==> config.mk <==
export PLATFORM = sky130hd
export DESIGN_NAME = cav_mode_reg
export DESIGN_NICKNAME = d
export VERILOG_FILES = /design/src/include/cav_pkg.sv /design/src/verilog/cav_mode_reg.sv
export SDC_FILE = /design/constraint.sdc
export NUM_CORES = 1
export LEC_CHECK = 0
export BUFFER_PORTS_ARGS = -buffer_cell sky130_fd_sc_hd__buf_4
export CAP_MARGIN = 20
export CORE_UTILIZATION = 35
export CTS_CLUSTER_DIAMETER = 100
export CTS_CLUSTER_SIZE = 20
export DETAILED_ROUTE_END_ITERATION = 10
export HOLD_SLACK_MARGIN = 0.12
export PLACE_DENSITY = 0.67
export SETUP_SLACK_MARGIN = 0.4
export SLEW_MARGIN = 10
export SYNTH_ARGS = -nofsm -noshare
export SYNTH_HDL_FRONTEND = slang
export SYNTH_SLANG_ARGS = --single-unit
==> constraint.sdc <==
create_clock -name mclk_i -period 2.69 [get_ports mclk_i]
set_clock_uncertainty 0.05 [all_clocks]
set_input_delay 0.538 -clock mclk_i [delete_from_list [all_inputs] [get_ports mclk_i]]
set_output_delay 0.538 -clock mclk_i [all_outputs]
set_load 0.005 [all_outputs]
==> src/include/cav_pkg.sv <==
// Purpose: Shared constants and types for the CA reference mode register.
// Assumes: Register content is one byte; two set-point copies.
// Notes: Levels are reported in tenths of a percent of the I/O supply.
package cav_pkg;

    // ************************************************************
    // Field layout
    // ************************************************************
    localparam int CAV_LEVEL_W = 6;
    localparam int CAV_REG_W = 8;
    localparam int CAV_RANGE_BIT = 6;
    localparam int CAV_RSVD_BIT = 7;
    localparam int CAV_MV_W = 10;
    localparam int CAV_NUM_SP = 2;

    // ************************************************************
    // Reset values and code limits
    // ************************************************************
    localparam logic [5:0] CAV_LEVEL_RST = 6'h1d;
    localparam logic CAV_RANGE_RST = 1'b1;
    localparam logic [5:0] CAV_LEVEL_MAX = 6'h32;

    // ************************************************************
    // Level decode, tenths of a percent
    // ************************************************************
    localparam logic [9:0] CAV_RANGE0_BASE = 10'h096;
    localparam logic [9:0] CAV_RANGE1_BASE = 10'h149;
    localparam logic [9:0] CAV_STEP = 10'h006;
    // Decoded default level, 50.3 percent
    localparam logic [9:0] CAV_LEVEL_DEC_RST = 10'h1f7;

    // One stored set-point copy
    typedef struct packed {
        logic range_sel;
        logic [5:0] level;
    } cav_setting_t;

    localparam cav_setting_t CAV_SETTING_RST = '{range_sel: CAV_RANGE_RST, level: CAV_LEVEL_RST};

endpackage

==> src/verilog/cav_mode_reg.sv <==
// Purpose: CA reference mode register with two set-point copies.
// Assumes: Commands for this register arrive on pins beside the command clock.
// Notes: Command clock is sampled by mclk_i; commands taken on its rising edge.
// What this block does
// (RL1) Hold six-bit level code in bits five..zero
// (RL2) Bit six selects range; range one default
// (RL3) Default code 011101 in range one
// (RL4) Range zero: fifteen to forty-five percent
// (RL5) Range one: 32.9 to 62.9 percent
// (RL6) Read drives register bits onto data lines
// (RL7) Reserved bit and unused lines read zero
// (RL8) Write-target select picks copy to write
// (RL9) Two copies; write changes only chosen one
// (RL10) Read returns write-target copy
// (RL11) Operate select picks the copy in use
// (RL12) Inactive copy ignored, freely rewritable
// (RL13) Controller writes range with level together
// (RL14) Values retained until overwrite or reset
// (RL15) Controller avoids reserved codes above 110010
`timescale 1ns/1ps
module cav_mode_reg
    import cav_pkg::*;
(
    // Clock and reset
    input wire logic mclk_i,
    input wire logic sys_rst_i,
    // Command pins
    input wire logic cmd_clk_i,
    input wire logic mode_reg_write_cmd_i,
    input wire logic mode_reg_read_cmd_i,
    input wire logic [cav_pkg::CAV_REG_W-1:0] op_i,
    // Set-point control bits
    input wire logic setpoint_write_target_i,
    input wire logic setpoint_operate_select_i,
    // Read data pins
    output logic [cav_pkg::CAV_REG_W-1:0] dq_o,
    output logic dq_oe_o,
    // Active setting
    output cav_pkg::cav_setting_t ca_reference_setting_o,
    output logic [cav_pkg::CAV_MV_W-1:0] ca_reference_level_o,
    output logic reserved_code_o
);
    import cav_pkg::*;

    // ************************************************************
    // Level decode
    // ************************************************************
    function automatic logic [CAV_MV_W-1:0] decode_level(input cav_setting_t s);
        logic [CAV_MV_W-1:0] base;
        logic [CAV_MV_W-1:0] step;
        base = s.range_sel ? CAV_RANGE1_BASE : CAV_RANGE0_BASE;
        step = CAV_MV_W'(CAV_STEP * {4'h0, s.level});
        return CAV_MV_W'(base + step);
    endfunction

    // ************************************************************
    // Pin synchronisers
    // ************************************************************
    logic ck_s1_r, ck_s2_r, ck_s3_r;
    logic wr_s1_r, wr_s2_r, rd_s1_r, rd_s2_r;
    logic [CAV_REG_W-1:0] op_s1_r, op_s2_r;

    // Two flops on every pin, third flop only for edge finding
    always_ff @(posedge mclk_i or posedge sys_rst_i) begin
        if (sys_rst_i) begin
            ck_s1_r <= 1'b0;
            ck_s2_r <= 1'b0;
            ck_s3_r <= 1'b0;
            wr_s1_r <= 1'b0;
            wr_s2_r <= 1'b0;
            rd_s1_r <= 1'b0;
            rd_s2_r <= 1'b0;
            op_s1_r <= 8'h00;
            op_s2_r <= 8'h00;
        end else begin
            ck_s1_r <= cmd_clk_i;
            ck_s2_r <= ck_s1_r;
            ck_s3_r <= ck_s2_r;
            wr_s1_r <= mode_reg_write_cmd_i;
            wr_s2_r <= wr_s1_r;
            rd_s1_r <= mode_reg_read_cmd_i;
            rd_s2_r <= rd_s1_r;
            op_s1_r <= op_i;
            op_s2_r <= op_s1_r;
        end
    end

    // ************************************************************
    // Command decode
    // ************************************************************
    wire ck_rise_w = ck_s2_r & ~ck_s3_r;
    wire wr_take_w = ck_rise_w & wr_s2_r;
    wire rd_take_w = ck_rise_w & rd_s2_r & ~wr_s2_r;
    // Range and level always taken together from one write
    wire cav_setting_t wr_val_w = '{range_sel: op_s2_r[CAV_RANGE_BIT], // RL2 RL13
                                    level: op_s2_r[CAV_LEVEL_W-1:0]}; // RL1
    wire rsvd_w = wr_take_w & (op_s2_r[CAV_LEVEL_W-1:0] > CAV_LEVEL_MAX); // RL15

    // ************************************************************
    // Set-point copies
    // ************************************************************
    cav_setting_t copy_r [CAV_NUM_SP];

    // One storage copy per set point, written only when targeted
    generate
        for (genvar sp = 0; sp < CAV_NUM_SP; sp++) begin : g_copy
            wire sel_w = (setpoint_write_target_i == 1'(sp)); // RL8
            always_ff @(posedge mclk_i or posedge sys_rst_i) begin
                if (sys_rst_i) begin
                    copy_r[sp] <= CAV_SETTING_RST; // RL3 RL14
                end else if (wr_take_w && sel_w) begin
                    copy_r[sp] <= wr_val_w; // RL9
                end
            end
        end
    endgenerate

    // Copies selected for access and for operation
    wire cav_setting_t tgt_w = copy_r[setpoint_write_target_i]; // RL10
    wire cav_setting_t act_w = copy_r[setpoint_operate_select_i]; // RL11 RL12

    // ************************************************************
    // Read data and active outputs
    // ************************************************************
    logic [CAV_REG_W-1:0] dq_r;
    logic dq_oe_r;
    logic rsvd_r;
    cav_setting_t act_r;
    logic [CAV_MV_W-1:0] lvl_r;

    // Read answer lasts one cycle; bit 7 and idle lines are zero
    always_ff @(posedge mclk_i or posedge sys_rst_i) begin
        if (sys_rst_i) begin
            dq_r <= 8'h00;
            dq_oe_r <= 1'b0;
            rsvd_r <= 1'b0;
            act_r <= CAV_SETTING_RST;
            lvl_r <= CAV_LEVEL_DEC_RST;
        end else begin
            dq_r <= rd_take_w ? {1'b0, tgt_w} : 8'h00; // RL6 RL7
            dq_oe_r <= rd_take_w;
            rsvd_r <= rsvd_w;
            act_r <= act_w;
            lvl_r <= decode_level(act_w); // RL4 RL5
        end
    end

    assign dq_o = dq_r;
    assign dq_oe_o = dq_oe_r;
    assign reserved_code_o = rsvd_r;
    assign ca_reference_setting_o = act_r;
    assign ca_reference_level_o = lvl_r;

    // ************************************************************
    // Checks
    // ************************************************************
    a_read_rsvd_zero: assert property (@(posedge mclk_i) disable iff (sys_rst_i) // RL7
        !dq_o[CAV_RSVD_BIT] && (dq_oe_o || dq_o == 8'h00))
        else $error("reserved read bit or idle data not zero");

    a_read_target: assert property (@(posedge mclk_i) disable iff (sys_rst_i) // RL10
        rd_take_w |=> dq_oe_o && dq_o[6:0] == $past(tgt_w))
        else $error("read did not return write-target copy");

    a_read_one_cycle: assert property (@(posedge mclk_i) disable iff (sys_rst_i) // RL6
        dq_oe_o |=> !dq_oe_o)
        else $error("read answer held too long");

    a_write_copy: assert property (@(posedge mclk_i) disable iff (sys_rst_i) // RL8
        wr_take_w |=> copy_r[$past(setpoint_write_target_i)] == $past(wr_val_w))
        else $error("write did not reach targeted copy");

    a_other_kept0: assert property (@(posedge mclk_i) disable iff (sys_rst_i) // RL9
        (wr_take_w && setpoint_write_target_i) |=> $stable(copy_r[0]))
        else $error("untargeted copy 0 changed");

    a_other_kept1: assert property (@(posedge mclk_i) disable iff (sys_rst_i) // RL9
        (wr_take_w && !setpoint_write_target_i) |=> $stable(copy_r[1]))
        else $error("untargeted copy 1 changed");

    a_retain_idle: assert property (@(posedge mclk_i) disable iff (sys_rst_i) // RL14
        !wr_take_w |=> $stable(copy_r[0]) && $stable(copy_r[1]))
        else $error("copy changed without a write");

    a_active_follow: assert property (@(posedge mclk_i) disable iff (sys_rst_i) // RL11
        ##1 ca_reference_setting_o == $past(copy_r[setpoint_operate_select_i]))
        else $error("active setting not from operate copy");

    a_level_range0: assert property (@(posedge mclk_i) disable iff (sys_rst_i) // RL4
        (!act_w.range_sel && act_w.level == CAV_LEVEL_MAX) |=> ca_reference_level_o == 10'h1c2)
        else $error("range 0 top code not 45.0 percent");

    a_level_range1: assert property (@(posedge mclk_i) disable iff (sys_rst_i) // RL5
        (act_w.range_sel && act_w.level == 6'h00) |=> ca_reference_level_o == 10'h149)
        else $error("range 1 bottom code not 32.9 percent");

    a_reset_default: assert property (@(posedge mclk_i) // RL3
        $fell(sys_rst_i) |-> copy_r[0] == CAV_SETTING_RST && copy_r[1] == CAV_SETTING_RST
                             && ca_reference_level_o == 10'h1f7)
        else $error("defaults not restored by reset");

    // Reserved codes are stored but raise a one-cycle pulse
    a_flag_reserved: assert property (@(posedge mclk_i) disable iff (sys_rst_i) // RL15
        (wr_take_w && (op_s2_r[CAV_LEVEL_W-1:0] > CAV_LEVEL_MAX)) |=> reserved_code_o)
        else $error("reserved code write not flagged");

    a_flag_quiet: assert property (@(posedge mclk_i) disable iff (sys_rst_i) // RL15
        !wr_take_w |=> !reserved_code_o)
        else $error("reserved flag without a write");

    // A read that comes with a write gets no answer
    a_read_refused: assert property (@(posedge mclk_i) disable iff (sys_rst_i) // RL6
        (ck_rise_w && wr_s2_r) |=> !dq_oe_o)
        else $error("read answered during a write");

    a_range_store: assert property (@(posedge mclk_i) disable iff (sys_rst_i) // RL2
        wr_take_w |=> copy_r[$past(setpoint_write_target_i)].range_sel
                      == $past(op_s2_r[CAV_RANGE_BIT]))
        else $error("range bit not stored with level");

    a_level_base0: assert property (@(posedge mclk_i) disable iff (sys_rst_i) // RL4
        (!act_w.range_sel && act_w.level == 6'h00) |=> ca_reference_level_o == CAV_RANGE0_BASE)
        else $error("range 0 bottom code not 15.0 percent");

endmodule

After elaboration in Yosys (flattened, before gate mapping)
Index checks and enable logic that the tools add are counted.
{"block": "word_totals", "reg_bits": 61, "latch_bits": 0, "ramBits": 0, "romBits": 0, "input_bits": 15, "output_inout_bits": 27, "elab_cells": 44, "mem_count": 0}
{"block": "op_classes", "n_addsub": 1, "multipliers": 1, "div": 0, "order_cmp": 3, "n_eq_ne": 0, "shift": 0, "mux": 8, "bitwise": 10, "n_reduce_logical": 2}
{"operator": "two-way mux 7 bit", "count": 7}
{"operator": "adder 9 x 9 -> 10 bit", "count": 1}
{"operator": "two-way mux 9 bit", "count": 1}
{"operator": "multiplier 2 x 6 -> 8 bit, first input constant", "count": 1}
{"operator": "> comparator 6 bit, second input constant", "count": 1}
{"operator": "bitwise AND 1 bit", "count": 5}
{"operator": "greater-or-equal comparator 2 bit, second input constant", "count": 2}
{"operator": "NOT 1 -> 2 bit", "count": 2}
{"operator": "NOT 1 bit", "count": 3}
{"operator": "logical AND 1 bit", "count": 2}

Longest topological paths before layout
{"block": "depth", "depth_word": 6, "mapped_depth": 11, "ltp_nobuf": 10}

Worst setup path after synthesis
OpenSTA, ideal clock, no wires.
{"block": "synth_path", "path_kind": "input-to-reg", "from": "in setpoint_operate_select_i", "to": "reg lvl_r[9], in the netlist ca_reference_level_o[9]", "setup_ns": 0.124, "arrival_ns": 3.032, "required_time_ns": 2.516, "path_slack_ns": -0.516, "cell_stages": 11, "n_path_buf": 1, "cell_sequence": "buf_4 > mux2_2 > ha_1 > a21oi_1 > a21boi_2 > or4_1 > o311ai_1 > ha_1 > a21oi_1 > nor2_1 > a211o_1"}
{"element": "start: declaration", "line_no": "cav_mode_reg.sv:34", "source": "input wire logic setpoint_operate_select_i,"}
{"element": "end signal: assignment", "line_no": "cav_mode_reg.sv:144", "source": "lvl_r <= decode_level(act_w);"}
{"element": "end: declaration", "line_no": "cav_mode_reg.sv:129", "source": "logic [CAV_MV_W-1:0] lvl_r;"}

==> reports/metrics.yaml <==
failed_checks: "negative setup slack"
wl_met1_um: 1800
cts_buffers: 9
area_delta_synth_final_pct: 39.1
start_util_pct: 36.2
n_antenna_cell: 0
yosys-top-cells-area: "dfrtp_1 (39%), dfstp_2 (24%), mux2_2 (8.7%)"
hpwl_um: 2990
ctsHoldBuffers: 0
synth.most_common_cell: "dfrtp_1"
wire_per_inst_um: 12.9
status: "finished with violations"
clkSinkCount: 60
synth_area_per_cell_um2: 14.5
synth_edf_count: 0
post-route-period-util_pct: 102
grt_pass1_vias: 1622
path_max_fanout: 6
syn_area_mm2: 0.00245
synthFlopType: "dfrtp_1"
hold_ws_ns: 0.244
track_usage_pct: 13.5
worstSetupPathType: "primary input to flop"
rsz0062_at_grt: "true"
power.density_mw_per_mm2: 1060
numPortBuffers: 39
ys_seq_area_share_pct: 62.5
wl_met2_um: 2250
hold_viol: 0
htreeDepth: 3
yosysTopAreaCell: "dfrtp_1"
grt_max_degree: 34
fmax_mhz: 365
path_clk_slew_ns: 0.07
slew_headroom_pct: 55.8
synth_top_area_share_pct: 38.9
cts_buffer_depth: 2
nFillCells: 616
highest_layer: "met4"
netlist_instances: 169
via_count: 1528
cp-start-kind: "primary input"
cts_tree: "done"
postRouteAntennaNets: 0
io-pin-count: 42
min_path_type: "primary input to flop"
viasPerCell: 4.53
tightest_slew_ns: 0.662
dp_cells: 315
crit_required_ns: 2.86
ir_worst_vdd_uv: 380
fp.dieW_um: 85.6
final_nets: 282
grt_pass1_wl_um: 7230
dr_wl_met3_um: 211
gr-total-overflow: 0
die_area_mm2: 0.00733
timing.final.ws_setup_ns: -0.0495
wl_um: 4340
die_h_um: 85.6
yosys_warnings: 0
drive_above_1_share_pct: 60.3
drcViolationCount: 0
layout.cells.non_filler: 337
crit_arrival_ns: 2.91
setup_viol: 2
async_reset_ff_share_pct: 100
rows: 30
antenna_found_initial: 0
insertion_delay_ns: 0.34
synth_common_cells: "dfrtp_1 (38), dfstp_2 (22), mux2_2 (19)"
firstDrtPassIters: 3
drt_iter0_markers: 26
core_mm2: 0.00676
synth.distinct_cells: 32
max_cap_violations: 0
synth_seq_cells: 60
gp_congestion: 0.753
timing.final.crit_period_ns: 2.74
power_mw: 3.60
cp-end-kind: "flop"
root_buffer: "clkbuf_8"
maxSlewViolCount: 0
synth_nets: 199
p_leak_nw: 1.62
final timing paths:
| path | start | to | slack, ns | depth (start not counted) |
|---|---|---|---|---|
| min in group asynchronous | sys_rst_i | ck_s1_r$_DFF_PP0_ | 0.25 | 2 |
| hold reg to reg | op_s1_r[3]$_DFF_PP0_ | op_s2_r[3]$_DFF_PP0_ | 0.30 | 0 |
| setup / recovery | setpoint_operate_select_i | ca_reference_level_o[9]$_DFF_PP0_ | -0.05 | 11 |
| hold / removal | mode_reg_read_cmd_i | rd_s1_r$_DFF_PP0_ | 0.24 | 1 |
| setup reg to reg | copy_r[8]$_DFFE_PP0P_ | ca_reference_level_o[9]$_DFF_PP0_ | -0.04 | 10 |
| max in group asynchronous | sys_rst_i | ca_reference_level_o[6]$_DFF_PP1_ | 1.60 | 3 |
timing repair:
action	CTS	global route
buffers inserted	5	1
resized for setup	6	4
pin swaps	13	2
endpoints found under the setup margin	6	6
routing by layer:
metal | GRT usage (%) | vias to the layer above
met5 | 0 | -
met4 | 7.58 | 0
met3 | 6.06 | 8
met2 | 23.0 | 35
met1 | 13.9 | 740
li1 | - | 745
layout by cell type (no fill, tap or decap), drive strengths merged, types with 4 or more instances in the layout:
| cell type | count |
|---|---|
| buf | 76 |
| dfrtp | 38 |
| dfstp | 22 |
| mux2 | 19 |
| ha | 13 |
| nor2 | 12 |
| clkbuf | 12 |
| mux2i | 9 |
| inv | 9 |
| a21oi | 7 |
| xor2 | 4 |
state kept, by name (all words and copies together), names as in the netlist:
signal                  cells
copy_r                     14
rd_s2_r                     1
wr_s2_r                     1
reserved_code_o             1
dq_o                        7
op_s1_r                     7
dq_oe_o                     1
ck_s1_r                     1
ck_s3_r                     1
ca_reference_setting_o      6
ca_reference_level_o       10
ck_s2_r                     1
op_s2_r                     7
rd_s1_r                     1
wr_s1_r                     1
worst max-delay path, stage by stage:
cell	delay [ns]
buf_4	0.14
mux2_4	0.35
ha_4	0.17
fa_2	0.34
buf_4	0.14
buf_6	0.10
xor2_1	0.15
ha_1	0.33
a21oi_2	0.28
nor2_1	0.08
a211o_1	0.30
kinds of logic (layout without fill, tap and decap cells):
| logic type | Yosys count | count (layout) | share of synthesized area [%] |
|---|---|---|---|
| xor+xnor | 7 | 7 | 2.51 |
| buf+inv | 13 | 101 | 2.51 |
| mux | 28 | 28 | 12.4 |
| simple gates | 25 | 25 | 5.12 |
| other cells | 1 | 1 | 0.153 |
| flops | 60 | 60 | 62.5 |
| compound gates | 20 | 20 | 6.50 |
| fa+ha+maj | 15 | 15 | 8.29 |
power breakdown:
group / internal (mW) / switching [mW] / leakage [nW]
sequential: 1.15 / 0.0661 / 0.697
clock: 0.381 / 0.343 / 0.0884
combinational: 0.938 / 0.721 / 0.836
through the flow:
| stage | util [%] | setup slack (ns) | setup TNS [ns] | instance area (um^2) |
|---|---|---|---|---|
| after floorplan | - | -0.235 | -0.610 | 2540 |
| after global placement | 46.2 | -0.345 | -1.28 | 3120 |
| after detailed placement | 46.2 | -0.352 | -1.37 | 3120 |
| after CTS | 49.9 | -0.0115 | -0.0115 | 3370 |
| after global routing | 50.4 | -0.140 | -0.429 | 3400 |
| final | 50.4 | -0.0495 | -0.0689 | 3400 |
layout make-up:
| cell class | instances | area (um^2) | share of cell area (%) |
|---|---|---|---|
| Timing Repair Buffer | 76 | 578 | 17.0 |
| Sequential cell | 60 | 1530 | 44.9 |
| Inverter | 9 | 33.8 | 0.993 |
| Clock inverter | 4 | 25.0 | 0.736 |
| Clock buffer | 12 | 155 | 4.56 |
| Multi-Input combinational cell | 96 | 981 | 28.8 |
| Tap cell | 80 | 100 | 2.94 |
Power figures use the tool's default switching activity.
